### config.mk
export PLATFORM = sky130hd
export DESIGN_NAME = cg_gauge_display
export DESIGN_NICKNAME = d
export VERILOG_FILES = /design/src/pkg/cg_pkg.sv /design/src/hw/cg_led_mux.sv /design/src/hw/cg_gauge_display.sv
export VERILOG_INCLUDE_DIRS = /design/src /design/src/pkg
export SDC_FILE = /design/constraint.sdc
export NUM_CORES = 1
export LEC_CHECK = 0
export BUFFER_PORTS_ARGS = -buffer_cell sky130_fd_sc_hd__buf_4
export CAP_MARGIN = 20
export CORE_MARGIN = 4
export CORE_UTILIZATION = 45
export DETAILED_ROUTE_END_ITERATION = 16
export GPL_TIMING_DRIVEN = 0
export PLACE_DENSITY = 0.59
export RECOVER_POWER = 25
export SETUP_SLACK_MARGIN = 0.3
export SYNTH_ARGS = -nofsm -noshare
export SYNTH_HDL_FRONTEND = slang
export SYNTH_SLANG_ARGS = --single-unit
### constraint.sdc
create_clock -name clk_i -period 12.5 [get_ports clk_i]
set_input_delay 2.5 -clock clk_i [delete_from_list [all_inputs] [get_ports clk_i]]
set_output_delay 2.5 -clock clk_i [all_outputs]
set_load 0.1 [all_outputs]
### src/pkg/cg_params.svh
`ifndef CG_PARAMS_SVH
`define CG_PARAMS_SVH
// register indices, byte address is index * 4 (printed offsets not all multiples of four)
`define CG_IDX_COMP_HI 8'h0d
`define CG_IDX_COMP_LO 8'h0e
`define CG_IDX_ENER_HI 8'h0f
`define CG_IDX_ENER_LO 8'h10
`define CG_IDX_RESET 8'h39
`define CG_IDX_NOM_HI 8'h03
`define CG_IDX_NOM_LO 8'h17
`define CG_IDX_MFR 8'h05
`define CG_IDX_CPI 8'h09
`define CG_IDX_VTS 8'h0c
`define CG_IDX_FLAGS 8'h3a
`define CG_IDX_CTRL 8'h3b
// reset values
`define CG_RST_TRIGGER 8'h80
`define CG_RST_IDLE 8'h00
`define CG_VTS_RESET 8'ha2
// final threshold offset: 50 mV at 2.4 V / 256 per lsb, rounded
`define CG_FINAL_EMPTY_WARNING_DELTA 8'h05
// flag bit positions in the flags register
`define CG_FLG_CI 0
`define CG_FLG_BRP 1
`define CG_FLG_VDQ 2
`define CG_FLG_FIRST_EMPTY_WARNING 3
`define CG_FLG_FINAL_EMPTY_WARNING 4
// timing
`define CG_CLK_HZ 25000000
`define CG_DISPLAY_ENABLE_PIN_MS 4000
`define CG_MOD_HZ 100
`define CG_BLINK_HZ 4
`define CG_BANK_PCT 30
`define CG_SEG_PCT 20
`endif

### src/pkg/cg_pkg.sv
`default_nettype none
package cg_pkg;
  typedef enum logic [2:0] {
    CG_DSP_OFF = 3'b001,
    CG_DSP_TIMED = 3'b010,
    CG_DSP_CHARGE = 3'b100
  } cg_dsp_t;
  typedef logic [15:0] cg_word_t;
endpackage : cg_pkg
`default_nettype wire

### src/hw/cg_led_mux.sv
`default_nettype none
`include "cg_params.svh"
module cg_led_mux #(
  parameter int unsigned MOD_CYCLES = `CG_CLK_HZ / `CG_MOD_HZ,
  parameter int unsigned BLINK_CYCLES = `CG_CLK_HZ / (2 * `CG_BLINK_HZ)
) (
  // clock and reset
  input wire logic clk_i,
  input wire logic rst_n_i,
  // display request
  input wire logic show_i,
  input wire logic [4:0] lit_i,
  input wire logic first_empty_warning_i,
  input wire logic final_empty_warning_i,
  // pins
  output logic [4:0] seg_o,
  output logic com_o
);
  import cg_pkg::*;
  localparam int unsigned BANK_CYCLES = (MOD_CYCLES * `CG_BANK_PCT) / 100;
  localparam int unsigned HALF = MOD_CYCLES / 2;
  logic [31:0] mod_cnt_r;
  logic [31:0] blink_cnt_r;
  logic blink_r;
  logic [4:0] seg_r;
  logic com_r;
  wire bank_a_on = mod_cnt_r < BANK_CYCLES;
  wire bank_b_on = (mod_cnt_r >= HALF) && (mod_cnt_r < HALF + BANK_CYCLES);
  // odd segments in bank a, even in bank b
  wire [4:0] bank_mask = bank_a_on ? 5'h15 : (bank_b_on ? 5'h0a : 5'h00);
  // blink gates segment one on top of the mux, never replaces it
  wire [4:0] blink_mask = (first_empty_warning_i && blink_r) ? 5'h1e : 5'h1f;
  wire [4:0] seg_nxt = (show_i && !final_empty_warning_i) ? (lit_i & bank_mask & blink_mask) : 5'h00;
  always_ff @(posedge clk_i) begin
    if (!rst_n_i) begin
      mod_cnt_r <= 32'h0;
      blink_cnt_r <= 32'h0;
      blink_r <= 1'b0;
      seg_r <= 5'h00;
      com_r <= 1'b0;
    end else begin
      mod_cnt_r <= (mod_cnt_r >= MOD_CYCLES - 1) ? 32'h0 : mod_cnt_r + 32'h1;
      if (blink_cnt_r >= BLINK_CYCLES - 1) begin
        blink_cnt_r <= 32'h0;
        blink_r <= !blink_r;
      end else begin
        blink_cnt_r <= blink_cnt_r + 32'h1;
      end
      seg_r <= seg_nxt;
      com_r <= |seg_nxt;
    end
  end
  assign seg_o = seg_r;
  assign com_o = com_r;
endmodule : cg_led_mux
`default_nettype wire

### src/hw/cg_gauge_display.sv
// Chosen here: the Wishbone register port.
`default_nettype none
`include "cg_params.svh"
module cg_gauge_display #(
  parameter int unsigned DISPLAY_ENABLE_PIN_CYCLES = (`CG_CLK_HZ / 1000) * `CG_DISPLAY_ENABLE_PIN_MS,
  parameter logic [15:0] PROG_FULL = 16'h1000,
  parameter logic [7:0] RATE_SHIFT = 8'h00
) (
  // clock and reset
  input wire logic clk_i,
  input wire logic rst_n_i,
  // wishbone slave
  input wire logic cyc_i,
  input wire logic stb_i,
  input wire logic we_i,
  input wire logic [9:0] adr_i,
  input wire logic [3:0] sel_i,
  input wire logic [31:0] dat_i,
  output logic [31:0] dat_o,
  output logic ack_o,
  output logic err_o,
  // gauge inputs from the measurement core
  input wire logic [15:0] nominal_charge_count_i,
  input wire logic [7:0] temp_derate_i,
  input wire logic [7:0] cell_voltage_input_i,
  input wire logic valid_charge_i,
  input wire logic fifth_program_input_i,
  // display pins: enable pin as pulled-high and pulled-low sense lines
  input wire logic display_enable_high_i,
  input wire logic display_enable_low_i,
  output logic [4:0] segment_outputs_o,
  output logic led_common_o,
  // gauge reset and status toward the core
  output logic gauge_reset_o,
  output logic self_discharge_en_o,
  output logic [15:0] measured_full_reference_o
);
  import cg_pkg::*;
  //////////////////////////////////////////////////////////////////////////////
  // input synchronisers
  logic [1:0] dh_sync_r;
  logic [1:0] dl_sync_r;
  logic [1:0] vc_sync_r;
  logic [1:0] p5_sync_r;
  wire display_enable_pin_high = dh_sync_r[1];
  wire display_enable_pin_low = dl_sync_r[1];
  wire chg_valid = vc_sync_r[1];
  //////////////////////////////////////////////////////////////////////////////
  // state
  logic [15:0] mfr_r;
  logic [15:0] nom_r;
  logic [7:0] cpi_r;
  logic [7:0] vts_r;
  logic [7:0] rst_reg_r;
  logic ci_r;
  logic brp_r;
  logic vdq_r;
  logic ack_r;
  logic err_r;
  logic [31:0] dat_r;
  logic [31:0] tmr_r;
  logic sd_dis_r;
  cg_dsp_t dsp_r;
  cg_dsp_t dsp_nxt;
  //////////////////////////////////////////////////////////////////////////////
  // compensation: only the copy is derated; nominal and reference untouched
  wire [23:0] comp_prod = nom_r * {8'h00, temp_derate_i};
  wire [15:0] comp_rt = comp_prod[23:8] >> RATE_SHIFT[3:0];
  wire [15:0] comp_val = comp_rt;
  // energy: voltage times compensated charge, upper bits kept
  wire [23:0] ener_prod = comp_val * {8'h00, cell_voltage_input_i};
  wire [15:0] ener_val = ener_prod[23:8];
  //////////////////////////////////////////////////////////////////////////////
  // thresholds
  wire first_empty_warning = cell_voltage_input_i < vts_r;
  wire [7:0] final_empty_warning_thr = (vts_r > `CG_FINAL_EMPTY_WARNING_DELTA) ? vts_r - `CG_FINAL_EMPTY_WARNING_DELTA : 8'h00;
  wire final_empty_warning = cell_voltage_input_i < final_empty_warning_thr;
  //////////////////////////////////////////////////////////////////////////////
  // relative display: segment k lit when charge exceeds k*20% of reference
  function automatic logic [4:0] cg_bar(input logic [15:0] chg, input logic [15:0] full);
    logic [4:0] b;
    // 24 bits: a full 16-bit charge times 100 must not wrap
    logic [23:0] lhs;
    logic [23:0] thr;
    b = 5'h00;
    lhs = {8'h00, chg} * 24'd100;
    for (int k = 0; k < 5; k++) begin
      thr = {8'h00, full} * 24'(`CG_SEG_PCT * k);
      b[k] = (chg != 16'h0) && (lhs > thr);
    end
    return b;
  endfunction : cg_bar
  wire [4:0] lit = cg_bar(comp_val, mfr_r);
  //////////////////////////////////////////////////////////////////////////////
  // wishbone decode
  wire req = cyc_i && stb_i && !ack_r && !err_r;
  wire [7:0] idx = adr_i[9:2];
  wire hit_ro = (idx == `CG_IDX_COMP_HI) || (idx == `CG_IDX_COMP_LO) || (idx == `CG_IDX_ENER_HI)
    || (idx == `CG_IDX_ENER_LO) || (idx == `CG_IDX_NOM_LO) || (idx == `CG_IDX_CPI) || (idx == `CG_IDX_FLAGS);
  wire hit_rw = (idx == `CG_IDX_RESET) || (idx == `CG_IDX_NOM_HI) || (idx == `CG_IDX_MFR)
    || (idx == `CG_IDX_VTS) || (idx == `CG_IDX_CTRL);
  wire hit = hit_ro || hit_rw;
  wire wr = req && we_i && sel_i[0] && hit;
  wire [7:0] wb = dat_i[7:0];
  // reset fires on the 00h to 80h transition only
  wire soft_rst = wr && (idx == `CG_IDX_RESET) && (rst_reg_r == `CG_RST_IDLE) && (wb == `CG_RST_TRIGGER);
  wire [4:0] flags = {final_empty_warning, first_empty_warning, vdq_r, brp_r, ci_r};
  logic [7:0] rd_byte;
  always_comb begin
    case (idx)
      `CG_IDX_COMP_HI: rd_byte = comp_val[15:8];
      `CG_IDX_COMP_LO: rd_byte = comp_val[7:0];
      `CG_IDX_ENER_HI: rd_byte = ener_val[15:8];
      `CG_IDX_ENER_LO: rd_byte = ener_val[7:0];
      `CG_IDX_NOM_HI: rd_byte = nom_r[15:8];
      `CG_IDX_NOM_LO: rd_byte = nom_r[7:0];
      `CG_IDX_MFR: rd_byte = mfr_r[7:0];
      `CG_IDX_CPI: rd_byte = cpi_r;
      `CG_IDX_VTS: rd_byte = vts_r;
      `CG_IDX_FLAGS: rd_byte = {3'h0, flags};
      `CG_IDX_CTRL: rd_byte = {7'h00, sd_dis_r};
      default: rd_byte = 8'h00; // reset register is write-only
    endcase
  end
  //////////////////////////////////////////////////////////////////////////////
  // display mode
  wire timed_trig = display_enable_pin_low && !display_enable_pin_high;
  always_comb begin
    dsp_nxt = dsp_r;
    case (dsp_r)
      CG_DSP_OFF: begin
        if (timed_trig) dsp_nxt = CG_DSP_TIMED;
        else if (!display_enable_pin_high && chg_valid) dsp_nxt = CG_DSP_CHARGE;
      end
      CG_DSP_TIMED: begin
        if (display_enable_pin_high) dsp_nxt = CG_DSP_OFF;
        else if (tmr_r == 32'h1) dsp_nxt = CG_DSP_OFF;
      end
      CG_DSP_CHARGE: begin
        if (display_enable_pin_high || !chg_valid) dsp_nxt = CG_DSP_OFF;
        else if (timed_trig) dsp_nxt = CG_DSP_TIMED;
      end
      default: dsp_nxt = CG_DSP_OFF;
    endcase
  end
  wire show = (dsp_r != CG_DSP_OFF) && !display_enable_pin_high;
  //////////////////////////////////////////////////////////////////////////////
  always_ff @(posedge clk_i) begin
    if (!rst_n_i) begin
      dh_sync_r <= 2'b00;
      dl_sync_r <= 2'b00;
      vc_sync_r <= 2'b00;
      p5_sync_r <= 2'b00;
    end else begin
      dh_sync_r <= {dh_sync_r[0], display_enable_high_i};
      dl_sync_r <= {dl_sync_r[0], display_enable_low_i};
      vc_sync_r <= {vc_sync_r[0], valid_charge_i};
      p5_sync_r <= {p5_sync_r[0], fifth_program_input_i};
    end
  end
  // bus answer: one cycle after the request, dropped the next cycle
  always_ff @(posedge clk_i) begin
    if (!rst_n_i) begin
      ack_r <= 1'b0;
      err_r <= 1'b0;
      dat_r <= 32'h0;
    end else begin
      ack_r <= req && hit;
      err_r <= req && !hit;
      dat_r <= (req && !we_i) ? {24'h0, rd_byte} : 32'h0;
    end
  end
  // gauge state; hardware reset loads zeros except vts_r (CG_VTS_RESET), the gauge reset loads PROG_FULL and sets ci and brp
  always_ff @(posedge clk_i) begin
    if (!rst_n_i) begin
      mfr_r <= 16'h0;
      nom_r <= 16'h0;
      cpi_r <= 8'h00;
      ci_r <= 1'b0;
      brp_r <= 1'b0;
      vdq_r <= 1'b0;
      vts_r <= `CG_VTS_RESET;
      rst_reg_r <= `CG_RST_IDLE;
      sd_dis_r <= 1'b0;
    end else begin
      nom_r <= nominal_charge_count_i;
      sd_dis_r <= p5_sync_r[1];
      if (wr && idx == `CG_IDX_RESET) rst_reg_r <= wb & `CG_RST_TRIGGER;
      if (wr && idx == `CG_IDX_VTS) vts_r <= wb;
      if (wr && idx == `CG_IDX_MFR) mfr_r <= {8'h00, wb};
      if (soft_rst || gauge_reset_o) begin
        mfr_r <= PROG_FULL;
        nom_r <= 16'h0;
        cpi_r <= 8'h00;
        vdq_r <= 1'b0;
        ci_r <= 1'b1;
        brp_r <= 1'b1;
      end
    end
  end
  // first cycle after power-on reset also performs the gauge reset
  logic por_r;
  always_ff @(posedge clk_i) begin
    if (!rst_n_i) begin
      por_r <= 1'b1;
      gauge_reset_o <= 1'b0;
    end else begin
      por_r <= 1'b0;
      gauge_reset_o <= por_r || soft_rst;
    end
  end
  // display timer and mode register
  always_ff @(posedge clk_i) begin
    if (!rst_n_i) begin
      dsp_r <= CG_DSP_OFF;
      tmr_r <= 32'h0;
    end else begin
      dsp_r <= dsp_nxt;
      if (dsp_r != CG_DSP_TIMED && dsp_nxt == CG_DSP_TIMED) tmr_r <= DISPLAY_ENABLE_PIN_CYCLES;
      else if (tmr_r != 32'h0) tmr_r <= tmr_r - 32'h1;
    end
  end
  //////////////////////////////////////////////////////////////////////////////
  cg_led_mux u_mux (
    .clk_i(clk_i),
    .rst_n_i(rst_n_i),
    .show_i(show),
    .lit_i(lit),
    .first_empty_warning_i(first_empty_warning),
    .final_empty_warning_i(final_empty_warning),
    .seg_o(segment_outputs_o),
    .com_o(led_common_o)
  );
  assign ack_o = ack_r;
  assign err_o = err_r;
  assign dat_o = dat_r;
  assign self_discharge_en_o = !sd_dis_r;
  assign measured_full_reference_o = mfr_r;
endmodule : cg_gauge_display
`default_nettype wire

==> impl_metrics.toml <==
[route]
routed_wl_um = 47290
ant_nets = 0
detail_route.wl_per_cell_um = 16.66
dr_total_vias = 15190
route.met2.wl_um = 22300
via_per_inst = 5.352
wl_met1_um = 21470
dr.max_layer_used = "met5"
routed-wl-met3_um = 2606
drt_iter0_drc = 921
drtPass1Iterations = 6
drc = 0

[timing]
fmax_ghz = 0.08444
final-setup-viol-count = 0
hold_viol = 0
timing.final.crit_share_pct = 94.74
finClkSkew_ns = 0.008847
slew_headroom_pct = 23.25
setup_ws_ns = 0.6577
drv_slew = 0
period_needed_ns = 11.84
tightest_slew_ns = 1.142
rsz0062_at_grt = "false"

[setup_path]
path_buf_inv = 6
critPathArrivalTime_ns = 12.15
crit_path_end_kind = "register"
crit_family = "adder cells"
crit_path_frequent_cell = "fa_1"
slowest_stage = "fa_1"
slowest_delay_ns = 0.55
cp_max_fo = 12
worstPathRequired_ns = 12.81
worst_setup_path_start_kind = "primary input"
crit_type = "in2reg"

[run_status]
outcome = "finished clean"

[cts]
clk_pin_slew_worst_paths_ns = 0.07
cts_tree = "yes"
cts-htree-levels = 4
cts_buffer_depth = 2
cts.sinks = 162
clk-insertion-delay-late_ns = 0.43
cts_buffers = 17
cts_hold_buf = 0
root_buffer = "clkbuf_16"

[cells_and_area]
stdcell_area_mm2 = 0.02080
drive_above_1_share_pct = 8.590
fillers = 3932
seq_area_mm2 = 0.003243
multiInputGateArea_mm2 = 0.01415
nets = 2814
syn_to_final_growth_pct = 11.89

[synthesis]
yosysSeqAreaShare_pct = 17.45
syn_avg_cell_area_um2 = 8.726
synth_edf_count = 0
synthFlopType = "dfxtp_1"
ys_types = 76
synth_area_mm2 = 0.01859
synth-seq-cells = 162
synthCells = 2130
async_flop_share_pct = 0
ys_warn_count = 0

[global_route]
first_global_vias = 15320
grt_pass1_wl_um = 78050
grt_usage_pct = 21.46
overflow = 0
antenna_found_initial = 1
grt_max_degree = 18

[floorplanning]
initial_core_util_pct = 45.52
io_pins = 145
die_h_um = 211.2
die_area_mm2 = 0.04462
die_x_um = 211.2
row_count = 74
coreArea_mm2 = 0.04083

[placed_design]
dp_hpwl_um = 38580
port_buffers = 81
placed_cell_area_mm2 = 0.02008
place_ws_ns = -0.4192
place.gp.congestion = 0.9049

[job]
max-cap-violations = 0

[worst_hold_path]
worstHoldPathType = "reg2reg"
-- cells by family after synthesis --
family,after synthesis,synth area share (%)
simple gates,748,20.66
mux,21,1.131
flops,162,17.45
other cells,1,0.02018
buf+inv,353,7.822
xor+xnor,113,5.325
fa+ha+maj,435,37.00
compound gates,297,10.60
-- layout by cell type, fill, tap and decap left out, types with 22 or more instances in the layout --
master    instances
o21ai_0          49
dfxtp_1         162
conb_1           55
buf_4           119
nand4_1          22
and2_1          172
nor4_1           28
nor3_1           37
xor2_1           52
nor2_1          149
a21oi_1          88
inv_1           260
ha_1            244
a21o_1           28
clkbuf_1         39
xnor2_1          57
nand2_1         177
nand3_1          44
fa_1            191
and3_1           35
-- metrics by stage --
stage	std cells	hold slack [ns]	TNS, ns	util, %
after floorplan	2184	0.4119	0	-
after global placement	2797	0.4215	-3.647	49.14
after detailed placement	2800	0.4177	-2.262	49.18
after CTS	2832	0.4335	0	50.65
after global routing	2837	0.4573	0	50.93
final	2838	0.4341	0	50.93
-- layer usage --
layer  vias to the layer above  GRT usage, %
met5                         -             0
met4                         2         5.500
met3                        61         3.267
met2                       334         35.17
met1                      7446         29.87
li1                       7346             -
-- sequential cells by signal (all words and copies together), names as in the netlist --
register,flops
dat_o,8
vts_r,8
u_mux.blink_r,1
brp_r,1
vc_sync_r,2
u_mux.blink_cnt_r,32
u_mux.com_o,1
p5_sync_r,2
rst_reg_r,1
err_o,1
por_r,1
nom_r,16
tmr_r,32
ack_o,1
dsp_r,3
dh_sync_r,2
dl_sync_r,2
u_mux.mod_cnt_r,32
gauge_reset_o,1
measured_full_reference_o,9
sd_dis_r,1
u_mux.seg_o,5
-- repair_timing --
action                                 4_1_cts  5_1_grt
endpoints found under the hold margin        0        0
resized for setup                           12       41
gates cloned                                 0        0
setup endpoints to repair                    7       12
pin swaps                                    0        2
buffers inserted                             0        4
-- Yosys cell counts (3+ instances only) --
cell	number	area share, %
nand3b_1	6	0.24
o2111ai_1	3	0.14
nand2_1	177	3.6
nand3_1	44	1.2
clkbuf_1	58	1.2
fa_1	191	21
o41ai_1	3	0.14
and3_1	35	1.2
a221oi_1	8	0.38
nor4_1	27	0.91
or2_2	3	0.10
inv_1	260	5.3
o21ai_0	49	1.3
nand2b_1	14	0.47
a211oi_1	10	0.40
buf_4	32	1.3
nor2b_1	17	0.57
o31ai_1	4	0.16
a31oi_1	13	0.44
o21a_1	13	0.53
a211o_1	3	0.14
nor3_1	37	1.0
a21oi_1	89	2.4
nand4b_1	5	0.24
or4_1	6	0.24
a221o_1	5	0.27
and2_1	177	6.0
or3_1	9	0.30
o21ai_1	8	0.22
and4_1	4	0.19
mux2i_1	21	1.1
xnor2_1	59	2.8
a222oi_1	8	0.43
a21o_1	28	1.1
o21bai_1	11	0.44
ha_1	244	16
nor2_1	150	3.0
xor2_1	54	2.5
a22oi_1	3	0.12
o31a_1	7	0.33
nand4_1	22	0.74
dfxtp_1	162	17
o211ai_1	8	0.32
a21boi_0	4	0.16
-- final cells by class --
type,count,area share [%]
multi-input cells,1669,68.05
flip-flops and latches,162,15.59
inverters,261,4.711
repair buffers,89,3.207
well taps,532,3.201
plain buffers,92,2.455
clock buffers,18,2.112
clock inverters,14,0.6618
diodes,1,0.01203
-- path summary, 6_finish.rpt --
check	to	cells after the start	startpoint	slack (ns)
max	dat_o[7]	35	temp_derate_i[6]	0.66
min	vc_sync_r[1]	1	vc_sync_r[0]	0.43
min reg2reg	vc_sync_r[1]	1	vc_sync_r[0]	0.43
max reg2reg	dat_o[7]	33	nom_r[0]	2.41
Power is left out: the tool's default activity adds up to more than one toggle a clock period on the data nets, which glitch-free logic cannot reach.
